--- config.mk ---
export PLATFORM = sky130hd
export DESIGN_NAME = dbp_regs
export DESIGN_NICKNAME = d
export VERILOG_FILES = /design/src/rtl/dbp_pkg.sv /design/src/rtl/dbp_param_pair.sv /design/src/rtl/dbp_regs.sv
export SDC_FILE = /design/constraint.sdc
export NUM_CORES = 1
export LEC_CHECK = 0
export ABC_CLOCK_PERIOD_IN_PS = 1800
export BUFFER_PORTS_ARGS = -buffer_cell sky130_fd_sc_hd__buf_2
export CAP_MARGIN = 5
export CELL_PAD_IN_SITES_DETAIL_PLACEMENT = 1
export CELL_PAD_IN_SITES_GLOBAL_PLACEMENT = 1
export CORE_MARGIN = 3
export CORE_UTILIZATION = 36
export DETAILED_ROUTE_END_ITERATION = 16
export PLACE_DENSITY = 0.86
export SLEW_MARGIN = 20
export SYNTH_ARGS = -nofsm -noshare
export SYNTH_HDL_FRONTEND = slang
export SYNTH_SLANG_ARGS = --single-unit
--- constraint.sdc ---
create_clock -name ref_clk_i -period 1.8 [get_ports ref_clk_i]
set_input_delay 0.09 -clock ref_clk_i [delete_from_list [all_inputs] [get_ports ref_clk_i]]
set_output_delay 0.09 -clock ref_clk_i [all_outputs]
set_load 0.03 [all_outputs]
--- src/rtl/dbp_pkg.sv ---
// constants of the double-buffered parameter register bank
//
// Behaviour
// - keep shadow and active copies of parameters
// - writes to the frame size and filter strength registers land in shadow immediately
// - start of frame copies shadow into active
// - copy happens only while commit flag is one
package dbp_pkg;
  localparam int REG_ADDR_W = 9;
  localparam int DATA_W = 32;
  localparam int STRB_W = DATA_W / 8;

  localparam logic [REG_ADDR_W-1:0] OFS_CORE_CONTROL = 9'h000;
  localparam logic [REG_ADDR_W-1:0] OFS_CORE_STATUS = 9'h004;
  localparam logic [REG_ADDR_W-1:0] OFS_ERROR_FLAGS = 9'h008;
  localparam logic [REG_ADDR_W-1:0] OFS_IRQ_ENABLE_MASK = 9'h00c;
  localparam logic [REG_ADDR_W-1:0] OFS_CORE_VERSION = 9'h010;
  localparam logic [REG_ADDR_W-1:0] OFS_FRAME_COUNT_MON = 9'h014;
  localparam logic [REG_ADDR_W-1:0] OFS_LINE_COUNT_MON = 9'h018;
  localparam logic [REG_ADDR_W-1:0] OFS_PIXEL_COUNT_MON = 9'h01c;
  localparam logic [REG_ADDR_W-1:0] OFS_ACTIVE_FRAME_SIZE = 9'h020;
  localparam logic [REG_ADDR_W-1:0] OFS_FILTER_STRENGTH = 9'h100;

  // core_control fields
  localparam int CTRL_ENABLE_BIT = 0;
  localparam int CTRL_COMMIT_BIT = 1;
  localparam logic [DATA_W-1:0] CTRL_MASK = 32'h0000_0003;
  localparam logic [DATA_W-1:0] CTRL_RST = 32'h0000_0000;
  localparam logic [DATA_W-1:0] IRQ_MASK_RST = 32'h0000_0000;

  // core_status fields
  localparam int STAT_PENDING_BIT = 0;

  // reset values of the double-buffered parameters
  localparam logic [DATA_W-1:0] FRAME_SIZE_RST = 32'h0000_0000;
  localparam logic [DATA_W-1:0] FILTER_STRENGTH_RST = 32'h0000_0000;

  // arbitrary identification value
  localparam logic [DATA_W-1:0] VERSION_RST = 32'h0001_0000;

  localparam logic [1:0] RESP_OKAY = 2'h0;
  localparam logic [1:0] RESP_SLVERR = 2'h2;
endpackage

--- src/rtl/dbp_param_pair.sv ---
// shadow and active copy of one double-buffered parameter
`timescale 1ns/1ns
`default_nettype none
module dbp_param_pair
#(
  parameter int WIDTH = 32,
  parameter logic [WIDTH-1:0] RESET_VALUE = '0
)
(
  input wire logic ref_clk_i,
  input wire logic reset_n_i,
  input wire logic write_i,
  input wire logic [WIDTH-1:0] write_data_i,
  input wire logic [WIDTH/8-1:0] write_strb_i,
  input wire logic commit_i,
  output logic [WIDTH-1:0] shadow_o,
  output logic [WIDTH-1:0] active_o
);
  if (WIDTH % 8 != 0 || WIDTH < 8)
  begin : g_width_check
    $error("dbp_param_pair: WIDTH must be a positive multiple of 8");
  end

  genvar b;
  for (b = 0; b < WIDTH / 8; b++)
  begin : g_byte
    // one shadow and one active register per lane, so no variable has two writers
    logic [7:0] shadow_r;
    logic [7:0] active_r;

    always_ff @(posedge ref_clk_i)
    begin
      if (!reset_n_i)
        shadow_r <= RESET_VALUE[8*b +: 8];
      else if (write_i && write_strb_i[b])
        shadow_r <= write_data_i[8*b +: 8];
    end

    always_ff @(posedge ref_clk_i)
    begin
      if (!reset_n_i)
        active_r <= RESET_VALUE[8*b +: 8];
      else if (commit_i)
        active_r <= shadow_r;
    end

    assign shadow_o[8*b +: 8] = shadow_r;
    assign active_o[8*b +: 8] = active_r;
  end
endmodule // dbp_param_pair
`default_nettype wire

--- src/rtl/dbp_regs.sv ---
// axi4-lite register bank with double-buffered frame parameters
`timescale 1ns/1ns
`default_nettype none
module dbp_regs
#(
  parameter logic [dbp_pkg::DATA_W-1:0] VERSION_ID = dbp_pkg::VERSION_RST
)
(
  input wire logic ref_clk_i,
  input wire logic reset_n_i,
  input wire logic [dbp_pkg::REG_ADDR_W-1:0] s_axi_awaddr_i,
  input wire logic s_axi_awvalid_i,
  output logic s_axi_awready_o,
  input wire logic [dbp_pkg::DATA_W-1:0] s_axi_wdata_i,
  input wire logic [dbp_pkg::STRB_W-1:0] s_axi_wstrb_i,
  input wire logic s_axi_wvalid_i,
  output logic s_axi_wready_o,
  output logic [1:0] s_axi_bresp_o,
  output logic s_axi_bvalid_o,
  input wire logic s_axi_bready_i,
  input wire logic [dbp_pkg::REG_ADDR_W-1:0] s_axi_araddr_i,
  input wire logic s_axi_arvalid_i,
  output logic s_axi_arready_o,
  output logic [dbp_pkg::DATA_W-1:0] s_axi_rdata_o,
  output logic [1:0] s_axi_rresp_o,
  output logic s_axi_rvalid_o,
  input wire logic s_axi_rready_i,
  input wire logic s_axis_video_tvalid_i,
  input wire logic s_axis_video_tready_i,
  input wire logic s_axis_video_tuser_i,
  input wire logic [dbp_pkg::DATA_W-1:0] error_flags_i,
  input wire logic [dbp_pkg::DATA_W-1:0] frame_count_i,
  input wire logic [dbp_pkg::DATA_W-1:0] line_count_i,
  input wire logic [dbp_pkg::DATA_W-1:0] pixel_count_i,
  output logic core_enable_o,
  output logic commit_enable_flag_o,
  output logic [dbp_pkg::DATA_W-1:0] interrupt_enable_mask_o,
  output logic [dbp_pkg::DATA_W-1:0] active_frame_size_o,
  output logic [dbp_pkg::DATA_W-1:0] filter_strength_o,
  output logic update_pending_o
);
  import dbp_pkg::*;

  logic [DATA_W-1:0] core_control_r;
  logic [DATA_W-1:0] interrupt_enable_mask_r;
  logic update_pending_r;
  logic aw_ready_r;
  logic ar_ready_r;
  logic bvalid_r;
  logic [1:0] bresp_r;
  logic rvalid_r;
  logic [1:0] rresp_r;
  logic [DATA_W-1:0] rdata_r;
  logic [DATA_W-1:0] rdata_nxt;
  logic rerr_nxt;
  logic werr_nxt;
  logic [DATA_W-1:0] frame_size_shadow;
  logic [DATA_W-1:0] filter_strength_shadow;
  logic wr_fire;
  logic rd_fire;
  logic sof_beat;
  logic commit;
  logic wr_frame_size;
  logic wr_filter_strength;

  // merge write data into a register under byte strobes
  function automatic logic [DATA_W-1:0] strb_merge(
    input logic [DATA_W-1:0] old_val,
    input logic [DATA_W-1:0] new_val,
    input logic [STRB_W-1:0] strb
  );
    logic [DATA_W-1:0] res;
    res = old_val;
    for (int i = 0; i < STRB_W; i++)
    begin
      if (strb[i])
        res[8*i +: 8] = new_val[8*i +: 8];
    end
    return res;
  endfunction

  assign wr_fire = s_axi_awvalid_i && s_axi_wvalid_i && aw_ready_r;
  assign rd_fire = s_axi_arvalid_i && ar_ready_r;
  assign wr_frame_size = wr_fire && (s_axi_awaddr_i == OFS_ACTIVE_FRAME_SIZE);
  assign wr_filter_strength = wr_fire && (s_axi_awaddr_i == OFS_FILTER_STRENGTH);

  // one start of frame per accepted beat with tuser set
  assign sof_beat = s_axis_video_tvalid_i && s_axis_video_tready_i && s_axis_video_tuser_i;
  assign commit = sof_beat && core_control_r[CTRL_COMMIT_BIT];

  // write channel: address and data taken together
  always_ff @(posedge ref_clk_i)
  begin
    if (!reset_n_i)
      aw_ready_r <= 1'b0;
    else if (wr_fire)
      aw_ready_r <= 1'b0;
    else
      aw_ready_r <= s_axi_awvalid_i && s_axi_wvalid_i && !bvalid_r;
  end

  always_ff @(posedge ref_clk_i)
  begin
    if (!reset_n_i)
    begin
      bvalid_r <= 1'b0;
      bresp_r <= RESP_OKAY;
    end
    else if (wr_fire)
    begin
      bvalid_r <= 1'b1;
      bresp_r <= werr_nxt ? RESP_SLVERR : RESP_OKAY;
    end
    else if (s_axi_bready_i)
      bvalid_r <= 1'b0;
  end

  always_comb
  begin
    case (s_axi_awaddr_i)
      OFS_CORE_CONTROL, OFS_CORE_STATUS, OFS_ERROR_FLAGS, OFS_IRQ_ENABLE_MASK,
      OFS_CORE_VERSION, OFS_FRAME_COUNT_MON, OFS_LINE_COUNT_MON, OFS_PIXEL_COUNT_MON,
      OFS_ACTIVE_FRAME_SIZE, OFS_FILTER_STRENGTH: werr_nxt = 1'b0;
      default: werr_nxt = 1'b1;
    endcase
  end

  // software-writable control state
  always_ff @(posedge ref_clk_i)
  begin
    if (!reset_n_i)
      core_control_r <= CTRL_RST;
    else if (wr_fire && s_axi_awaddr_i == OFS_CORE_CONTROL)
      core_control_r <= strb_merge(core_control_r, s_axi_wdata_i, s_axi_wstrb_i) & CTRL_MASK;
  end

  always_ff @(posedge ref_clk_i)
  begin
    if (!reset_n_i)
      interrupt_enable_mask_r <= IRQ_MASK_RST;
    else if (wr_fire && s_axi_awaddr_i == OFS_IRQ_ENABLE_MASK)
      interrupt_enable_mask_r <= strb_merge(interrupt_enable_mask_r, s_axi_wdata_i, s_axi_wstrb_i);
  end

  // pending: a shadow write not yet committed; a new write beats the commit
  always_ff @(posedge ref_clk_i)
  begin
    if (!reset_n_i)
      update_pending_r <= 1'b0;
    else if (wr_frame_size || wr_filter_strength)
      update_pending_r <= 1'b1;
    else if (commit)
      update_pending_r <= 1'b0;
  end

  dbp_param_pair
  #(
    .WIDTH(DATA_W),
    .RESET_VALUE(FRAME_SIZE_RST)
  )
  u_frame_size
  (
    .ref_clk_i(ref_clk_i),
    .reset_n_i(reset_n_i),
    .write_i(wr_frame_size),
    .write_data_i(s_axi_wdata_i),
    .write_strb_i(s_axi_wstrb_i),
    .commit_i(commit),
    .shadow_o(frame_size_shadow),
    .active_o(active_frame_size_o)
  );

  dbp_param_pair
  #(
    .WIDTH(DATA_W),
    .RESET_VALUE(FILTER_STRENGTH_RST)
  )
  u_filter_strength
  (
    .ref_clk_i(ref_clk_i),
    .reset_n_i(reset_n_i),
    .write_i(wr_filter_strength),
    .write_data_i(s_axi_wdata_i),
    .write_strb_i(s_axi_wstrb_i),
    .commit_i(commit),
    .shadow_o(filter_strength_shadow),
    .active_o(filter_strength_o)
  );

  // read channel
  always_ff @(posedge ref_clk_i)
  begin
    if (!reset_n_i)
      ar_ready_r <= 1'b0;
    else if (rd_fire)
      ar_ready_r <= 1'b0;
    else
      ar_ready_r <= s_axi_arvalid_i && !rvalid_r;
  end

  always_comb
  begin
    rdata_nxt = '0;
    rerr_nxt = 1'b0;
    case (s_axi_araddr_i)
      OFS_CORE_CONTROL: rdata_nxt = core_control_r;
      OFS_CORE_STATUS: rdata_nxt[STAT_PENDING_BIT] = update_pending_r;
      OFS_ERROR_FLAGS: rdata_nxt = error_flags_i;
      OFS_IRQ_ENABLE_MASK: rdata_nxt = interrupt_enable_mask_r;
      OFS_CORE_VERSION: rdata_nxt = VERSION_ID;
      OFS_FRAME_COUNT_MON: rdata_nxt = frame_count_i;
      OFS_LINE_COUNT_MON: rdata_nxt = line_count_i;
      OFS_PIXEL_COUNT_MON: rdata_nxt = pixel_count_i;
      OFS_ACTIVE_FRAME_SIZE: rdata_nxt = frame_size_shadow;
      OFS_FILTER_STRENGTH: rdata_nxt = filter_strength_shadow;
      default: rerr_nxt = 1'b1;
    endcase
  end

  always_ff @(posedge ref_clk_i)
  begin
    if (!reset_n_i)
    begin
      rvalid_r <= 1'b0;
      rresp_r <= RESP_OKAY;
      rdata_r <= '0;
    end
    else if (rd_fire)
    begin
      rvalid_r <= 1'b1;
      rresp_r <= rerr_nxt ? RESP_SLVERR : RESP_OKAY;
      rdata_r <= rdata_nxt;
    end
    else if (s_axi_rready_i)
      rvalid_r <= 1'b0;
  end

  assign s_axi_awready_o = aw_ready_r;
  assign s_axi_wready_o = aw_ready_r;
  assign s_axi_bvalid_o = bvalid_r;
  assign s_axi_bresp_o = bresp_r;
  assign s_axi_arready_o = ar_ready_r;
  assign s_axi_rvalid_o = rvalid_r;
  assign s_axi_rresp_o = rresp_r;
  assign s_axi_rdata_o = rdata_r;
  assign core_enable_o = core_control_r[CTRL_ENABLE_BIT];
  assign commit_enable_flag_o = core_control_r[CTRL_COMMIT_BIT];
  assign interrupt_enable_mask_o = interrupt_enable_mask_r;
  assign update_pending_o = update_pending_r;
endmodule // dbp_regs
`default_nettype wire

==> metrics.txt, run 1 <==
status finished clean; top-count cell post-synth nand2_1; post-route ant nets 0; Post-synth EDFFs 0; global-route wire length before repair 66.2 mm; CTS H-tree lvls 1; Area after DPL ~0.011 mm2; final setup fails 0; DRT iter0 DRCs between 1000 and 1500; Most used DFF post-synth dfxtp_1; Placer Congestion 0.929; total track usage a little under a third; vias in the first global route approximately 11000; Peak VDD IR 0.564 mV; dpl ws -0.0607 ns; Mapped Avg Cell Area between 8 and 9 um2; Reg area approximately 0.004 mm2; routed wire length around 45 mm; CP max stage delay ~0.63 ns; Yosys reg bits approximately 200; Layout Skew about 0.010 ns; worst r2r src u_frame_size.g_byte[2].shadow_r[1]; Cells after Synth 1117; DR WL/cell roughly 24 um; Max Cap Violations 0; Worst R2R Path Depth 5; layout cells sized above 1 between 30% and 40%; drt via density between 5 and 6; hpwl dp about 32 mm; worst hold slack approximately 0.021 ns; Clk pwr share 48.9%; area leader, netlist dfxtp_1; fin nets 1715; Initial Util a little under two fifths; Pre-Repair DR Iteration Count 5; # IOs ~330; f_max a little under 600 MHz; Tot Pwr approximately 0.010 W; Rows between 50 and 60; die width ~170 um; final hold violations 0; Slew Viols, Final 0; Area Overhead vs Synth 42.0%; final worst slack around 0.07 ns; warnings from Yosys 0; Worst-path clk slew about 0.060 ns; Final Non-Filler Cells about 1900; Slew @ Worst Pin about 0.7 ns; initial antenna violation count 9; Placed Instances 1753; sequential power share 42.5%; remaining routing DRC violations 0; Worst Hold Path EP s_axi_rdata_o[26]; critical path arrival 2.13 ns; Worst setup EP type register; top-area cell type share of the netlist area between 40 and 50%; switching share of power about a quarter; top cells by area, synth dfxtp_1, nand2_1, a21boi_0; min Tclk post-route roughly 1.7 ns; worst flop-to-flop path endpoint s_axi_rdata_o[17]; CTS Buf Count 24; port bufs around 330; worst hold start frame_count_i[26]; Core Footprint 0.0247 mm2; multi-input logic area 0.00477 mm2; Design Area, Final between 0.01 and 0.015 mm2; CP delay by family, top compound AO/OA/AOI/OAI gates; Hold Path Cell Cnt 5; routed vias ~11000; Netlist cell types between 50 and 60; worst hold path class input pin to register; pwr dens just over 800 mW/mm2; sequential fraction of the synthesis area ~44%; crit-path max FO 3; fillers ~3000; Internal 0.00801 W; Required @ worst endpoint ~2.2 ns; CP startpoint kind register; Crit Path Class register to register; FFs w/ async S/R, synth 0%; DIE HEIGHT approximately 170 um; leakage 5.33 nW; CTS Root Cell clkbuf_16; CTS tree done; Post-Syn Area roughly 0.0092 mm2; CTS max path bufs 3; R2R Setup Slk 0.07 ns; synth cell count leaders nand2_1, dfxtp_1, nand3_1; largest net degree at the start of global routing ~130; crit-path cells a22oi_2 > o2bb2ai_1 > a211oi_1 > dlygate4sd3_1 > o21ai_1; gr ovfl total 0; clock sinks 201; Die ar. between 0.02 and 0.03 mm2; max_slew headroom about 52%; Psw about 0.0025 W; Comb power frac ~8.6%; Skew-Pair Late Insertion Delay ~0.53 ns; crit path max-delay cell type dlygate4sd3_1; fin crit share between 90% and 100%; number of buffers and inverters on the critical path 1
-- layer usage --
layer | up-vias | track usage [%] | share of wire [%]
met5 | - | 0 | 0.060
met4 | 4 | 11.9 | 4.4
met3 | 121 | 6.43 | 7.8
met2 | 523 | 52.5 | 48
met1 | 5227 | 37.4 | 39
li1 | 4793 | - | -
-- flip-flops by register name, indices dropped and copies added, names as in the netlist, 2 cells and up --
| register | count |
|---|---|
| core_control_r | 2 |
| s_axi_rdata_o | 32 |
| interrupt_enable_mask_o | 32 |
| u_frame_size.g_byte.shadow_r | 32 |
| u_frame_size.g_byte.active_r | 32 |
| u_filter_strength.g_byte.shadow_r | 32 |
| u_filter_strength.g_byte.active_r | 32 |
-- power groups by stage --
stage	sequential [W]	clock [W]	combinational, W
final	0.00446	0.00513	0.000902
after global placement	0.00456	0	0.000737
after floorplan	0.00457	0	0.000327
after global routing	0.00446	0.00538	0.000950
after CTS	0.00446	0.00513	0.000859
after detailed placement	0.00456	0	0.000748
-- placed cells by master, fill, tap and decap left out, types with 15 or more instances in the layout --
master	count
buf_4	68
a21boi_0	91
buf_2	328
nor3_1	31
o22ai_1	15
nor2_1	27
o21ai_0	99
clkbuf_16	26
dlygate4sd3_1	64
nand3_1	123
mux2i_1	35
dfxtp_1	201
o2bb2ai_1	31
nand2_1	248
a22oi_1	26
-- worst max-delay path by stage --
| stage | from | endpoint | slack [ns] | cells past startpoint |
|---|---|---|---|---|
| global placement | s_axi_awaddr_i[1] | interrupt_enable_mask_o[8] | -0.004 | 7 |
| finish | u_frame_size.g_byte[2].shadow_r[1] | s_axi_rdata_o[17] | 0.07 | 5 |
| CTS | s_axi_awready_o | interrupt_enable_mask_o[15] | 0.04 | 6 |
| detailed placement | s_axi_awaddr_i[1] | interrupt_enable_mask_o[13] | -0.06 | 7 |
| floorplan | s_axi_awready_o | interrupt_enable_mask_o[0] | 0.009 | 5 |
| global route | s_axi_awready_o | u_filter_strength.g_byte[1].shadow_r[3] | -0.02 | 6 |
-- through the flow --
stage,setup TNS (ns),utilization [%]
2_1_floorplan,0,-
3_3_place_gp,-0.00849,46.6
3_5_place_dp,-0.493,46.6
4_1_cts,0,52.5
5_1_grt,-0.0219,52.9
6_report,0,52.9
-- worst register-to-register path, cell delays in order (launching register included) --
cell and delay (ns):
dfxtp_1 0.33, a22oi_2 0.25, o2bb2ai_1 0.09, a211oi_1 0.22, dlygate4sd3_1 0.63, o21ai_1 0.09
-- logic make-up (layout without fill, tap and decap cells) --
| logic type | Yosys count | in the layout | share of synthesized area (%) |
|---|---|---|---|
| AOI/OAI and AO/OA | 302 | 302 | 22.2 |
| xor gates and xnor gates | 1 | 1 | 0.0953 |
| buffers and inverters | 94 | 516 | 4.72 |
| and+or+nand+nor | 477 | 477 | 24.0 |
| muxes | 41 | 41 | 5.16 |
| DFF | 201 | 201 | 43.8 |
| other | 1 | 11 | 0.0408 |
-- repair_timing --
item                       4_1_cts  5_1_grt
gates resized for setup          0        9
setup endpoints to repair        0       25
setup buffers                    0        3
hold endpoints to repair       118        0
hold buffers                    64        0
-- area by class of cell --
class                      instances  area share [%]
clock inverter                     7           0.863
timing repair buffer             470            23.0
clock buffer                      36            5.42
sequential                       201            30.8
inverter                           3          0.0863
multi-input combinational        823            36.6
antenna                            9           0.173
tap                              324            3.11
(Power assumes the default switching activity.)
==> run 2: changes to the inputs <==
--- a/config.mk
+++ b/config.mk
@@ -10,9 +10,10 @@
 export CAP_MARGIN = 5
 export CELL_PAD_IN_SITES_DETAIL_PLACEMENT = 1
 export CELL_PAD_IN_SITES_GLOBAL_PLACEMENT = 1
-export CORE_MARGIN = 3
+export CORE_MARGIN = 4
 export CORE_UTILIZATION = 36
 export DETAILED_ROUTE_END_ITERATION = 16
+export GPL_TIMING_DRIVEN = 0
 export PLACE_DENSITY = 0.86
 export SLEW_MARGIN = 20
 export SYNTH_ARGS = -nofsm -noshare
==> run 2 against run 1 <==
Net effect: critical path depth decreased by 1; global-route usage increased by 1.6 points; worst hold slack got worse by 0.021 ns; combinational power increased by 2%; clock-buffer cell count unchanged; sequential power about the same; critical endpoint is now u_filter_strength.g_byte[1].active_r[4].
==> metrics.txt, run 2 (synthesis results as in run 1) <==
worst hold slack 0.0000389 ns (-0.0205 ns); Core Footprint 0.0252 mm2 (+2.0%); CTS H-tree lvls 1 (unchanged); initial antenna violation count 1 (-8); crit-path max FO 10 (+7); Rows 58 (+1.8%); crit-path cells and4_4 > clkbuf_2 > nand2_1 > a21boi_0; worst hold start s_axi_wstrb_i[2]; status finished clean; Crit Path Class register to register; Worst setup EP type register; fin crit share 99.6% (+3.6 points); Slew Viols, Final 0 (unchanged); remaining routing DRC violations 0 (unchanged); f_max 558 MHz (-3.6%); CTS Buf Count 24 (unchanged); largest net degree at the start of global routing 13 (-90%); CTS tree done; worst r2r src core_control_r[1]; max_slew headroom 37.9% (-15 points); port bufs 327 (-0.61%); CP max stage delay 0.54 ns (-0.09 ns); Layout Skew 0.0236 ns (+0.0134 ns); CP startpoint kind register; Worst-path clk slew 0.06 ns (about the same); Skew-Pair Late Insertion Delay 0.53 ns (about the same); CTS max path bufs 3 (unchanged); most frequent cells in the layout buf_2, nand2_1, dfxtp_1; crit path max-delay cell type dfxtp_1; final setup fails 0 (unchanged); Worst Setup SP core_control_r[1]; worst hold path class input pin to register; min Tclk post-route 1.79 ns (+0.0641 ns); Placer Congestion 0.969 (+4.4%); Area Overhead vs Synth 39.2%; gr ovfl total 0 (unchanged); CP delay by family, top simple AND/OR/NAND/NOR gates; number of buffers and inverters on the critical path 1 (unchanged); Peak VDD IR 0.601 mV (+6.6%); critical path arrival 2.20 ns (+0.07 ns); drt via density 5.70 (about the same); hpwl dp 35.4 mm (+9.7%); DIE HEIGHT 168 um (+1.2%); vias in the first global route 11300 (+1.8%); fin nets 1728 (+0.76%); commonest non-fill, non-tap cell in the layout buf_2; # IOs 332 (unchanged); clock sinks 201 (unchanged); die width 168 um (+1.2%); DR WL/cell 25.0 um (+3.7%); post-route ant nets 0 (unchanged); setup_tns 0 ns (unchanged); routed vias 10700 (+0.63%); global-route wire length before repair 70.1 mm (+5.9%); layout cells sized above 1 28.8% (-1.5 points); Die ar. 0.0282 mm2 (+2.4%); Slew @ Worst Pin 0.924 ns (+0.211 ns); final hold violations 0 (unchanged); pwr dens 789 mW/mm2 (-1.9%); Max Cap Violations 0 (unchanged); fillers 3104 (+3.7%); DRT iter0 DRCs 1038 (-2.1%); Required @ worst endpoint 2.20 ns (about the same); routed wire length 47.0 mm (+4.4%); leakage 5.18 nW (-2.9%); total track usage 32.1% (+1.6 points); CTS Root Cell clkbuf_16; Initial Util 36.5% (-0.75 points); Pre-Repair DR Iteration Count 5 (unchanged)
run 2: final timing paths:
check | to | slack [ns] | cells past startpoint
setup / recovery | u_filter_strength.g_byte[1].active_r[4] | 0.006 | 4
hold / removal | u_filter_strength.g_byte[2].shadow_r[7] | 0.00004 | 4
setup reg to reg | u_filter_strength.g_byte[1].active_r[4] | 0.006 | 4
hold reg to reg | s_axi_rdata_o[11] | 0.45 | 2
run 2: per-stage QoR:
step                      power (W)  instance area, um2  utilization [%]  cells  worst slack, ns
after floorplan             0.00490                9200                -   1118          0.00882
after global placement      0.00532               11300             44.7   1775           -0.544
after detailed placement    0.00533               11300             44.7   1775           -0.573
after CTS                    0.0101               12700             50.5   1883         0.000799
after global routing         0.0103               12800             50.8   1883          -0.0147
final                        0.0101               12800             50.8   1884          0.00635
run 2: routing by layer:
metal / global-route usage, % / share of wire (%) / vias up
li1: - / - / 4808
met1: 39.6 / 38 / 5196
met2: 54.8 / 47 / 600
met3: 7.09 / 9.8 / 131
met4: 12.4 / 4.6 / 0
met5: 0 / 0 / -
run 2: worst min-delay path: stages:
cell     delay, ns
buf_2         0.14
nand3_4       0.12
nand3_1       0.08
o21ai_0       0.06
run 2: area by class of cell:
class                           count  area, um2  share of cell area, %
Antenna cell                        2       5.00                 0.0391
Clock buffer                       36        707                   5.53
Tap cell                          330        413                   3.23
Sequential cell                   201       4030                   31.5
Buffer                             88        450                   3.52
Inverter                            3       11.3                 0.0880
Timing Repair Buffer              395       2300                   18.0
Clock inverter                      6       36.3                  0.284
Multi-Input combinational cell    823       4840                   37.9
run 2: report_power, final:
part / total, W / switching, W / internal [W]
Combinational: 0.000919 / 0.000521 / 0.000398
Sequential: 0.00446 / 0.00000770 / 0.00446
Clock: 0.00471 / 0.00200 / 0.00271
run 2: what timing repair did:
action | CTS | global route
hold buffers | 62 | 0
cloned | 0 | 0
pin swaps | 2 | 3
resized for setup | 21 | 34
endpoints found under the setup margin | 167 | 90
setup buffers | 5 | 1
hold endpoints to repair | 119 | 0
